[src/hdl/lcpc_pkg.sv]
// Package with register map, field layout, reset values and timing constants
package lcpc_pkg;

	// Channel count and staging layout: duty words first, then control words
	localparam int unsigned LCPC_NUM_CH = 36;
	localparam int unsigned LCPC_STAGE_DEPTH = 72;
	localparam int unsigned LCPC_STAGE_AW = 7;

	// Register offsets (byte addresses on the serial register link)
	localparam logic [7:0] LCPC_ADDR_SHUTDOWN = 8'h00;
	localparam logic [7:0] LCPC_ADDR_DUTY_FIRST = 8'h01;
	localparam logic [7:0] LCPC_ADDR_DUTY_LAST = 8'h24;
	localparam logic [7:0] LCPC_ADDR_UPDATE = 8'h25;
	localparam logic [7:0] LCPC_ADDR_CTRL_FIRST = 8'h26;
	localparam logic [7:0] LCPC_ADDR_CTRL_LAST = 8'h49;
	localparam logic [7:0] LCPC_ADDR_GLOBAL = 8'h4A;
	localparam logic [7:0] LCPC_ADDR_RATE = 8'h4B;
	localparam logic [7:0] LCPC_ADDR_RESET = 8'h4F;

	// Trigger value for update and reset registers
	localparam logic [7:0] LCPC_TRIGGER_VALUE = 8'h00;

	// Field positions
	localparam int unsigned LCPC_SOFT_POWER_DOWN_BIT = 0;
	localparam int unsigned LCPC_CH_ENABLE_BIT = 0;
	localparam int unsigned LCPC_CURRENT_SCALE_LSB = 1;
	localparam int unsigned LCPC_CTRL_WIDTH = 3;
	localparam int unsigned LCPC_GLOBAL_OFF_BIT = 0;
	localparam int unsigned LCPC_PWM_RATE_SELECT_BIT = 0;

	// Reset values
	localparam logic LCPC_SOFT_POWER_DOWN_RST = 1'b0;
	localparam logic LCPC_GLOBAL_OFF_RST = 1'b0;
	localparam logic LCPC_PWM_RATE_SELECT_RST = 1'b0;
	localparam logic [7:0] LCPC_DUTY_RST = 8'h00;
	localparam logic [2:0] LCPC_CTRL_RST = 3'h0;
	localparam logic [7:0] LCPC_PTR_RST = 8'h00;

	// Timing: PWM frequencies in Hz, 256 counts per PWM period
	localparam int unsigned LCPC_PWM_STEPS = 256;
	localparam int unsigned LCPC_PWM_SLOW_HZ = 3000;
	localparam int unsigned LCPC_PWM_FAST_HZ = 22000;
	localparam int unsigned LCPC_CLK_HZ = 125000000;

	// Update sweep states
	typedef enum logic [1:0] {
		LCPC_ST_IDLE = 2'b01,
		LCPC_ST_UPDATE = 2'b10
	} lcpc_state_type;

endpackage

[src/hdl/lcpc_stage_mem.sv]
// Staging memory for duty and control bytes, with clear and registered read
`timescale 1ns/1ns
module lcpc_stage_mem #(
	parameter int unsigned WIDTH = 8,
	parameter int unsigned DEPTH = 72,
	parameter int unsigned AW = 7
) (
	// Clock and reset
	input wire logic clk,
	input wire logic nrst,
	// Write side
	input wire logic wr_en,
	input wire logic [AW-1:0] wr_addr,
	input wire logic [WIDTH-1:0] wr_data,
	input wire logic clr,
	// Read side
	input wire logic [AW-1:0] rd_addr,
	output logic [WIDTH-1:0] rd_data
);

	typedef struct packed {
		logic [DEPTH-1:0][WIDTH-1:0] mem;
		logic [WIDTH-1:0] rd_data;
	} lcpc_mem_type;

	lcpc_mem_type cur_ff;
	lcpc_mem_type nxt_mem;

	initial begin
		if (DEPTH < 1 || DEPTH > (1 << AW)) begin
			$error("lcpc_stage_mem: DEPTH does not fit address width");
		end
	end

	// Clear wins over a write in the same cycle; reads beyond DEPTH return zero
	always_comb begin
		nxt_mem = cur_ff;
		if (int'(rd_addr) < DEPTH) begin
			nxt_mem.rd_data = cur_ff.mem[rd_addr];
		end else begin
			nxt_mem.rd_data = '0;
		end
		if (clr) begin
			nxt_mem.mem = '0;
		end else if (wr_en && int'(wr_addr) < DEPTH) begin
			nxt_mem.mem[wr_addr] = wr_data;
		end
	end

	// State register
	always_ff @(posedge clk or negedge nrst) begin
		if (!nrst) begin
			cur_ff <= '0;
		end else begin
			cur_ff <= nxt_mem;
		end
	end

	assign rd_data = cur_ff.rd_data;

endmodule

[src/hdl/lcpc_top.sv]
// 36-channel LED PWM controller: register file, staging update, shared PWM timebase
`timescale 1ns/1ns
module lcpc_top
	import lcpc_pkg::*;
#(
	parameter int unsigned CLK_HZ = LCPC_CLK_HZ
) (
	// Clock and reset
	input wire logic clk,
	input wire logic nrst,
	// Register write link from the serial front end
	input wire logic reg_addr_valid,
	input wire logic [7:0] reg_addr,
	input wire logic reg_data_valid,
	input wire logic [7:0] reg_data,
	// Hardware shutdown pin
	input wire logic hard_power_down_n,
	// LED channel drive
	output logic [LCPC_NUM_CH-1:0] channel_outputs,
	output logic [2*LCPC_NUM_CH-1:0] current_scale,
	// Status
	output logic device_active
);

	// Prescaler divisors, rounded to the nearest whole cycle
	localparam int unsigned SLOW_DIV_INT =
		(CLK_HZ + (LCPC_PWM_SLOW_HZ * LCPC_PWM_STEPS) / 2) / (LCPC_PWM_SLOW_HZ * LCPC_PWM_STEPS);
	localparam int unsigned FAST_DIV_INT =
		(CLK_HZ + (LCPC_PWM_FAST_HZ * LCPC_PWM_STEPS) / 2) / (LCPC_PWM_FAST_HZ * LCPC_PWM_STEPS);
	localparam logic [7:0] SLOW_DIV_LAST = 8'(SLOW_DIV_INT - 1);
	localparam logic [7:0] FAST_DIV_LAST = 8'(FAST_DIV_INT - 1);

	initial begin
		if (SLOW_DIV_INT < 1 || SLOW_DIV_INT > 256 || FAST_DIV_INT < 1) begin
			$error("lcpc_top: CLK_HZ gives a prescaler outside 1..256");
		end
	end

	typedef struct packed {
		lcpc_state_type state;
		logic [7:0] ptr;
		logic [LCPC_STAGE_AW-1:0] upd_idx;
		logic upd_rd_vld;
		logic [LCPC_STAGE_AW-1:0] upd_rd_idx;
		logic soft_on;
		logic glob_off;
		logic rate_fast;
		logic [LCPC_NUM_CH-1:0][7:0] duty;
		logic [LCPC_NUM_CH-1:0][2:0] ctrl;
		logic [7:0] presc;
		logic [7:0] pwm_cnt;
		logic [LCPC_NUM_CH-1:0] outs;
		logic [1:0] sync;
	} lcpc_main_type;

	lcpc_main_type cur_ff;
	lcpc_main_type nxt_main;

	logic mem_wr_en;
	logic [LCPC_STAGE_AW-1:0] mem_wr_addr;
	logic [7:0] mem_wr_data;
	logic mem_clr;
	logic [7:0] mem_rd_data;
	logic [LCPC_NUM_CH-1:0] chan_on;
	logic hw_down;
	logic run;

	// Staging copies of duty and control bytes
	lcpc_stage_mem #(
		.WIDTH(8),
		.DEPTH(LCPC_STAGE_DEPTH),
		.AW(LCPC_STAGE_AW)
	) u_stage (
		.clk(clk),
		.nrst(nrst),
		.wr_en(mem_wr_en),
		.wr_addr(mem_wr_addr),
		.wr_data(mem_wr_data),
		.clr(mem_clr),
		.rd_addr(cur_ff.upd_idx),
		.rd_data(mem_rd_data)
	);

	// Per-channel compare against the shared counter
	for (genvar ch = 0; ch < LCPC_NUM_CH; ch++) begin : g_chan
		assign chan_on[ch] = cur_ff.ctrl[ch][LCPC_CH_ENABLE_BIT]
			&& (cur_ff.pwm_cnt < cur_ff.duty[ch]);
		assign current_scale[2*ch +: 2] = cur_ff.ctrl[ch][LCPC_CURRENT_SCALE_LSB +: 2];
	end

	// Second synchroniser stage only; the first stage is read by nothing else
	assign hw_down = !cur_ff.sync[1];
	assign run = cur_ff.soft_on && !cur_ff.glob_off && !hw_down;

	// Next-state logic
	always_comb begin
		nxt_main = cur_ff;
		mem_wr_en = 1'b0;
		mem_wr_addr = '0;
		mem_wr_data = 8'h00;
		mem_clr = 1'b0;
		nxt_main.sync = {cur_ff.sync[0], hard_power_down_n};

		// Shared timebase, held at zero in hardware shutdown so the period restarts cleanly
		if (hw_down) begin
			nxt_main.presc = 8'h00;
			nxt_main.pwm_cnt = 8'h00;
		// At or past the limit, so a switch to the faster rate never wraps the prescaler
		end else if (cur_ff.presc >= (cur_ff.rate_fast ? FAST_DIV_LAST : SLOW_DIV_LAST)) begin
			nxt_main.presc = 8'h00;
			nxt_main.pwm_cnt = cur_ff.pwm_cnt + 8'h01;
		end else begin
			nxt_main.presc = cur_ff.presc + 8'h01;
		end

		// Update sweep: one staging word per cycle, read data lands a cycle later
		nxt_main.upd_rd_vld = 1'b0;
		case (cur_ff.state)
			LCPC_ST_IDLE: begin
				nxt_main.state = LCPC_ST_IDLE;
			end
			LCPC_ST_UPDATE: begin
				nxt_main.upd_rd_vld = 1'b1;
				nxt_main.upd_rd_idx = cur_ff.upd_idx;
				if (cur_ff.upd_idx == LCPC_STAGE_AW'(LCPC_STAGE_DEPTH - 1)) begin
					nxt_main.state = LCPC_ST_IDLE;
				end else begin
					nxt_main.upd_idx = cur_ff.upd_idx + 1'b1;
				end
			end
			default: begin
				nxt_main.state = LCPC_ST_IDLE;
			end
		endcase
		if (cur_ff.upd_rd_vld) begin
			if (cur_ff.upd_rd_idx < LCPC_STAGE_AW'(LCPC_NUM_CH)) begin
				nxt_main.duty[6'(cur_ff.upd_rd_idx)] = mem_rd_data;
			end else begin
				nxt_main.ctrl[6'(cur_ff.upd_rd_idx - LCPC_STAGE_AW'(LCPC_NUM_CH))] =
					mem_rd_data[LCPC_CTRL_WIDTH-1:0];
			end
		end

		// Host writes; ignored in hardware shutdown, so only a sweep already running changes duty and control there
		if (reg_addr_valid && !hw_down) begin
			nxt_main.ptr = reg_addr;
		end else if (reg_data_valid && !hw_down) begin
			nxt_main.ptr = cur_ff.ptr + 8'h01;
			if (cur_ff.ptr == LCPC_ADDR_SHUTDOWN) begin
				nxt_main.soft_on = reg_data[LCPC_SOFT_POWER_DOWN_BIT];
			end else if (cur_ff.ptr >= LCPC_ADDR_DUTY_FIRST && cur_ff.ptr <= LCPC_ADDR_DUTY_LAST) begin
				mem_wr_en = 1'b1;
				mem_wr_addr = LCPC_STAGE_AW'(cur_ff.ptr - LCPC_ADDR_DUTY_FIRST);
				mem_wr_data = reg_data;
			end else if (cur_ff.ptr == LCPC_ADDR_UPDATE) begin
				if (reg_data == LCPC_TRIGGER_VALUE) begin
					// A new trigger mid-sweep restarts it so the last writes are caught
					nxt_main.state = LCPC_ST_UPDATE;
					nxt_main.upd_idx = '0;
				end
			end else if (cur_ff.ptr >= LCPC_ADDR_CTRL_FIRST && cur_ff.ptr <= LCPC_ADDR_CTRL_LAST) begin
				mem_wr_en = 1'b1;
				mem_wr_addr = LCPC_STAGE_AW'(cur_ff.ptr - LCPC_ADDR_CTRL_FIRST + 8'(LCPC_NUM_CH));
				mem_wr_data = {5'h00, reg_data[LCPC_CTRL_WIDTH-1:0]};
			end else if (cur_ff.ptr == LCPC_ADDR_GLOBAL) begin
				nxt_main.glob_off = reg_data[LCPC_GLOBAL_OFF_BIT];
			end else if (cur_ff.ptr == LCPC_ADDR_RATE) begin
				nxt_main.rate_fast = reg_data[LCPC_PWM_RATE_SELECT_BIT];
			end else if (cur_ff.ptr == LCPC_ADDR_RESET) begin
				if (reg_data == LCPC_TRIGGER_VALUE) begin
					// Restore defaults, staging included; any sweep in flight is dropped
					mem_clr = 1'b1;
					nxt_main.state = LCPC_ST_IDLE;
					nxt_main.upd_idx = '0;
					nxt_main.upd_rd_vld = 1'b0;
					nxt_main.soft_on = LCPC_SOFT_POWER_DOWN_RST;
					nxt_main.glob_off = LCPC_GLOBAL_OFF_RST;
					nxt_main.rate_fast = LCPC_PWM_RATE_SELECT_RST;
					nxt_main.duty = {LCPC_NUM_CH{LCPC_DUTY_RST}};
					nxt_main.ctrl = {LCPC_NUM_CH{LCPC_CTRL_RST}};
				end
			end
		end

		// Outputs gated by soft, global and hardware shutdown
		nxt_main.outs = chan_on & {LCPC_NUM_CH{run}};
	end

	// State register; every output starts dark
	always_ff @(posedge clk or negedge nrst) begin
		if (!nrst) begin
			cur_ff <= '0;
			cur_ff.state <= LCPC_ST_IDLE;
			cur_ff.ptr <= LCPC_PTR_RST;
			cur_ff.soft_on <= LCPC_SOFT_POWER_DOWN_RST;
			cur_ff.glob_off <= LCPC_GLOBAL_OFF_RST;
			cur_ff.rate_fast <= LCPC_PWM_RATE_SELECT_RST;
		end else begin
			cur_ff <= nxt_main;
		end
	end

	assign channel_outputs = cur_ff.outs;
	assign device_active = cur_ff.soft_on && !hw_down;

endmodule

[config.mk]
export PLATFORM = sky130hd
export DESIGN_NAME = lcpc_top
export DESIGN_NICKNAME = d
export VERILOG_FILES = /design/src/hdl/lcpc_pkg.sv /design/src/hdl/lcpc_stage_mem.sv /design/src/hdl/lcpc_top.sv
export SDC_FILE = /design/constraint.sdc
export NUM_CORES = 2
export LEC_CHECK = 0
export CORE_MARGIN = 1
export CORE_UTILIZATION = 34
export CTS_CLUSTER_SIZE = 8
export DETAILED_ROUTE_END_ITERATION = 6
export DONT_BUFFER_PORTS = 1
export HOLD_SLACK_MARGIN = 0.05
export PLACE_DENSITY = 0.44
export SYNTH_ARGS = -nofsm -noshare
export SYNTH_HDL_FRONTEND = slang
export SYNTH_HIERARCHICAL = 1
export SYNTH_SLANG_ARGS = --single-unit
[constraint.sdc]
create_clock -name clk -period 11.9 [get_ports clk]
set_clock_uncertainty 0.15 [all_clocks]
set_input_delay 2.38 -clock clk [delete_from_list [all_inputs] [get_ports clk]]
set_output_delay 2.38 -clock clk [all_outputs]
set_load 0.005 [all_outputs]
After elaboration in Yosys (flattened, before gate mapping)
Index checks and enable logic that the tools add are counted.
{"block": "word_totals", "register_bits": 1062, "in_bits": 21, "out_inout_bits": 109, "elab_cells": 388}
{"block": "classes", "add_sub_neg": 8, "order_cmp": 51, "eq_ne": 13, "muxes": 91, "bitwise_logic": 7, "reduce_logical": 61}
{"operator": "$mux 399", "count": 5}
{"operator": "$mux 396", "count": 5}
{"operator": "$mux 576", "count": 2}
{"operator": "$bwmux 576", "count": 1}
{"operator": "$mux 397", "count": 1}
{"operator": "$bwmux 288", "count": 1}
{"operator": "$lt 8x8->1", "count": 36}
{"operator": "$mux 288", "count": 1}
{"operator": "$mux 8", "count": 20}
{"operator": "$bwmux 108", "count": 1}
{"operator": "$mux 108", "count": 1}
{"operator": "$mux 7", "count": 9}
{"operator": "$bmux 8 s7", "count": 1}
{"operator": "$demux 8 s7", "count": 1}
{"operator": "$demux 8 s6", "count": 1}
{"operator": "$logic_and 1x1->1", "count": 47}
{"operator": "$and 36x36->36", "count": 1}
{"operator": "$reduce_and 9->1", "count": 3}
{"operator": "$mux 2", "count": 13}
{"operator": "$add 8x1->8 const B", "count": 3}
{"operator": "$eq 8x7->1 const B", "count": 3}
{"operator": "$mux 1", "count": 21}
{"operator": "$demux 3 s6", "count": 1}
{"operator": "$mux 18", "count": 1}
{"operator": "other kinds (28)", "count": 52}

Depth between registers and ports, before layout
{"block": "logic_depth", "word_depth": 18, "mapped_depth": 16, "ltp_nobuf": 12}

Cells and area by module
Netlist, hierarchy kept.
{"module": "lcpc_stage_mem", "instances": 1, "cells_each": 2928, "area_per_inst_um2": 28828.9, "seq_area_each_um2": 14614.0}
{"module": "lcpc_top", "instances": 1, "cells_each": 2870, "area_per_inst_um2": 27968.1, "seq_area_each_um2": 11962.7}

Worst setup path before layout
OpenSTA, ideal clock, no wires.
{"block": "synth_path", "path_type": "input -> register", "startpoint": "in reg_data_valid", "endpoint": "reg u_stage/cur_ff[400] (netlist name)", "setup_time_ps": 132, "arrival_ps": 5105, "required_ps": 11618, "path_slack_ps": 6513, "path_stages": 13, "n_path_buf": 3, "path_cell_list": "clkbuf_1 -> nand2b_1 -> nor2_1 -> nand2b_1 -> a21oi_1 -> o31a_1 -> clkbuf_1 -> nor2b_1 -> nand4b_1 -> clkbuf_1 -> nor2_2 -> mux2i_1 -> nor2_1"}
{"block": "synth_between", "word_cells_on_any_way": 20, "classes_between": "order compare (3); mux (13); reduce/logical (4)"}
{"element": "from (decl)", "line_no": "lcpc_top.sv:14", "rtl": "input wire logic reg_data_valid,"}
{"element": "$logic_and 1x1->1", "line_no": "lcpc_top.sv:147", "rtl": "end else if (reg_data_valid && !hw_down) begin"}
{"element": "$mux 1", "line_no": "lcpc_top.sv:147"}
{"element": "$mux 1", "line_no": "lcpc_top.sv:145", "rtl": "if (reg_addr_valid && !hw_down) begin"}
{"element": "named net mem_wr_en", "line_no": "lcpc_top.sv:59", "rtl": "logic mem_wr_en;"}
{"element": "$logic_and 1x1->1", "line_no": "lcpc_stage_mem.sv:45", "rtl": "end else if (wr_en && int'(wr_addr) < DEPTH) begin"}
{"element": "$reduce_bool 2->1 (no line)"}
{"element": "to (signal assigned)", "line_no": "lcpc_stage_mem.sv:55", "rtl": "cur_ff <= nxt_mem;"}
{"element": "to (decl)", "line_no": "lcpc_stage_mem.sv:26", "rtl": "lcpc_mem_type cur_ff;"}
The timed path passes the listed nets, and every way through them passes these cells. The select of a mux whose other input is x is not followed.
A chain may end at the register's enable or synchronous reset.

Final worst setup path
{"block": "layout_path", "startpoint": "in reg_data[4]", "endpoint": "reg u_stage/cur_ff[57] (netlist name)"}
{"block": "layout_between", "elab_chain_len": 12, "word_cells_on_any_way": 13, "classes_between": "mux (11); reduce/logical (2)"}
{"element": "from (decl)", "line_no": "lcpc_top.sv:15", "rtl": "input wire logic [7:0] reg_data,"}
{"element": "$logic_not 8->1 (*)", "line_no": "lcpc_top.sv:170", "rtl": "if (reg_data == LCPC_TRIGGER_VALUE) begin"}
{"element": "$mux 1 (*)", "line_no": "lcpc_top.sv:170"}
{"element": "$mux 1 (*)", "line_no": "lcpc_top.sv:169", "rtl": "end else if (cur_ff.ptr == LCPC_ADDR_RESET) begin"}
{"element": "$mux 1 (*)", "line_no": "lcpc_top.sv:167", "rtl": "end else if (cur_ff.ptr == LCPC_ADDR_RATE) begin"}
{"element": "$mux 1 (*)", "line_no": "lcpc_top.sv:165", "rtl": "end else if (cur_ff.ptr == LCPC_ADDR_GLOBAL) begin"}
{"element": "$mux 1 (*)", "line_no": "lcpc_top.sv:161", "rtl": "end else if (cur_ff.ptr >= LCPC_ADDR_CTRL_FIRST && cur_ff.ptr <= LCPC_ADDR_CTRL_LAST) begin"}
{"element": "$mux 1 (*)", "line_no": "lcpc_top.sv:155", "rtl": "end else if (cur_ff.ptr == LCPC_ADDR_UPDATE) begin"}
{"element": "$mux 1 (*)", "line_no": "lcpc_top.sv:151", "rtl": "end else if (cur_ff.ptr >= LCPC_ADDR_DUTY_FIRST && cur_ff.ptr <= LCPC_ADDR_DUTY_LAST) begin"}
{"element": "$mux 1 (*)", "line_no": "lcpc_top.sv:149", "rtl": "if (cur_ff.ptr == LCPC_ADDR_SHUTDOWN) begin"}
{"element": "$mux 1 (*)", "line_no": "lcpc_top.sv:147"}
{"element": "$mux 1 (*)", "line_no": "lcpc_top.sv:145"}
{"element": "$mux 576 or $reduce_bool 2->1 (tied branches)"}
Every way passes the cells marked *; elsewhere a longest branch is shown, timed or not.

==> impl_metrics.csv <==
group,metric,value,unit
drt,routed.top_layer,"met4",
drt,final_antenna_net_count,0,
run_status,violations,"design-rule violations, max-slew violations",
clocking,cts.clk_slew.worst_paths,0.05,ns
clocking,cts_buffers,151,
drt,met2_length,85.0,mm
drt,finalWirelength,181,mm
floorplan,floorplan.die_area,169000,um^2
power,power.combinational.fraction,0.025,
power,p_total,0.00782,W
global_routing,grt_util_all_layers,0.213,
synthesis,ys_ff_latch,1062,
worst_hold_path,hp-class,"register to register",
finish,fillerInstances,16541,
power,pwr-share-clk,0.509,
setup_path,crit_path_max_fanout,89,
drt,drt_iter0_drc,3558,
clocking,clock_latency,0.77,ns
global_routing,grt_pass1_vias,41777,
finish,areaGrowthSynthToFinish,8.69,%
setup_path,cp-start-kind,"input pin",
setup_path,worstReg2RegStart,"cur_ff[468]",
clocking,clock-sinks,1062,
drt,wl_met1,84.6,mm
finish,final_util,0.373,
power,power_frac_seq,0.466,
sta,max-slew-margin-rel,-0.173,
setup_path,path_class,"input pin to register",
synthesis,synth_common_cells,"dfrtp_1, nand2_1, a21oi_1, nor2_1, mux2i_1",
sta,finalHoldViolations,0,
synthesis,synth_area,56800,um^2
power,ir_drop,0.125,mV
clocking,cts_tree,"done",
drt,wl_per_cell,23.4,um
drt,vias,41945,
floorplan,die_w,411,um
sta,finalSetupViolations,0,
global_routing,grt-ovfl-total,0,
synthesis,synth_top_area_cell,"dfrtp_1",
placement,placed_area,57500,um^2
synthesis,synth_edf_count,0,
synthesis,syn-num-nets,6089,
finish,layout-drive-gt1-share,0.0908,
clocking,cts_resized,0,
worst_hold_path,min_from,"cur_ff[0]",
setup_path,arrival,6.58,ns
power,p_per_area,127,nW/um^2
synthesis,synthFlopType,"dfrtp_1",
synthesis,syn_inst,5798,
drt,route.detailed.drc,3,
clocking,cts_max_level,4,
sta,tightest_slew,1.76,ns
floorplan,ioPinCount,130,
sta,drv_slew,180,
sta,rsz0062_at_grt,"no",
synthesis,synth.top_cells.by_area,"dfrtp_1, mux2i_1, ha_1",
setup_path,critPathCaptureType,"register",
power,leakagePower,30.6,nW
sta,fmax,0.165,GHz
synthesis,synth-seq-area-share,0.468,
run,drv_cap,0,
power,switching_power,0.00185,W
global_routing,antenna_found_initial,2,
synthesis,yosysTopAreaCellShare,0.467,
clocking,cts_setup_buffers,0,
clocking,root_buffer,"clkbuf_16",
placement,port_buffers,0,
finish,fin_nets,5794,
power,switching_share,0.237,
floorplan,die-height,411,um
sta,min_period,6.08,ns
synthesis,yosys_warnings,6,
global_routing,grt_max_degree,1063,
placement,place.gp.congestion,0.813,
synthesis,synth_most_common_cell,"dfrtp_1",
synthesis,yosysUniqueCellTypes,82,
clocking,cts_buffer_depth,3,
power,p_int,0.00596,W
floorplan,rows,149,
global_routing,grt_pass1_wl,277,mm
drt,firstDrtPassIters,7,
clocking,cts_hold_buf,0,
floorplan,core_area,165000,um^2
sta,period_share,0.511,
finish,final_design_area_no_fill,61700,um^2
drt,met3RoutedLength,8.29,mm
drt,vias_per_cell,5.43,
setup_path,startpoint,"reg_data[4]",
sta,final.setup.tns,0,ns
placement,dp_hpwl,102,mm
setup_path,critPathRequiredTime,12.41,ns
synthesis,synth.avg_cell_area,9.80,um^2
run_status,outcome,"finished, violations left",
synthesis,postSynth.asyncResetShare,1.00,
sta,holdWs,0.197,ns
floorplan,initial_core_util,0.343,
-- flip-flops by register name (all words and copies together) (netlist names) --
register and cells:
channel_outputs 36, current_scale 72, cur_ff 370, u_stage/cur_ff 576, u_stage/rd_data 8
-- worst paths after layout --
| path | end | slack [ns] | cells past startpoint |
|---|---|---|---|
| min in group asynchronous | cur_ff[315] | 1.15 | 0 |
| max in group asynchronous | u_stage/cur_ff[481] | 7.07 | 3 |
| worst max register to register | u_stage/cur_ff[20] | 6.59 | 14 |
| worst min-delay path | cur_ff[1] | 0.20 | 0 |
| worst max-delay path | u_stage/cur_ff[57] | 5.82 | 9 |
| worst min register to register | cur_ff[1] | 0.20 | 0 |
-- critical path: stages --
cell	delay, ns
nor4_1	0.82
nand2_1	0.22
nor2_1	0.25
and2_4	0.60
buf_4	0.90
buf_4	0.94
a31oi_1	0.12
nand2_1	0.12
o21ai_0	0.09
-- layer usage --
| layer | track usage | vias to the layer above |
|---|---|---|
| li1 | - | 19417 |
| met1 | 0.303 | 21396 |
| met2 | 0.341 | 943 |
| met3 | 0.0320 | 189 |
| met4 | 0.0498 | 0 |
| met5 | 0 | - |
-- cell type report --
class	instances	area, um^2	area share
Inverter	306	1150	0.0186
Sequential cell	1062	26600	0.431
Timing Repair Buffer	97	853	0.0138
Tap cell	2189	2740	0.0444
Clock inverter	13	210	0.00341
Clock buffer	175	3920	0.0635
Multi-Input combinational cell	3885	26200	0.425
Antenna cell	2	5.00	0.0000811
-- layout by cell type (no fill, tap or decap), types with 9 or more instances in the layout --
master,n
o211a_1,36
inv_1,304
nand4_1,80
a22o_1,10
nor3_1,15
and2_1,9
a22oi_1,23
buf_4,90
or4_1,12
nand3_1,409
o21ai_0,242
nand2_1,688
nor2_2,26
nor2_1,468
dfrtp_1,1042
nand2b_1,51
or3_1,9
a21oi_1,632
nor2b_1,15
mux4_2,130
dfrtp_2,14
clkbuf_1,21
a2111oi_0,37
mux2i_1,423
ha_1,270
a21o_1,108
clkbuf_16,153
-- per-stage QoR --
stage | setup slack, ns | cells
2_1_floorplan | 6.51 | 5798
3_3_place_gp | 5.02 | 7534
3_5_place_dp | 5.07 | 7534
4_1_cts | 5.92 | 7722
5_1_grt | 5.53 | 7727
6_report | 5.82 | 7729
-- cell families (layout without fill, tap and decap cells) --
family / count (synthesis) / after routing / share of synthesized area
buffers and inverters: 851 / 591 / 0.0722
AOI/OAI and AO/OA: 1166 / 1166 / 0.119
DFF: 1062 / 1062 / 0.468
other: 0 / 2 / 0
and+or+nand+nor: 1866 / 1866 / 0.147
xor gates and xnor gates: 14 / 14 / 0.00216
muxes: 569 / 569 / 0.132
adders and majority gates: 270 / 270 / 0.0595
-- power groups by stage --
stage	sequential (W)	combinational [W]	clock, W
finish	0.00364	0.000196	0.00398
global route	0.00364	0.000221	0.00424
CTS	0.00364	0.000120	0.00410
detailed placement	0.00370	0.000119	0
global placement	0.00370	0.000120	0
floorplan	0.00369	0.0000860	0
Power figures use the tool's default switching activity.
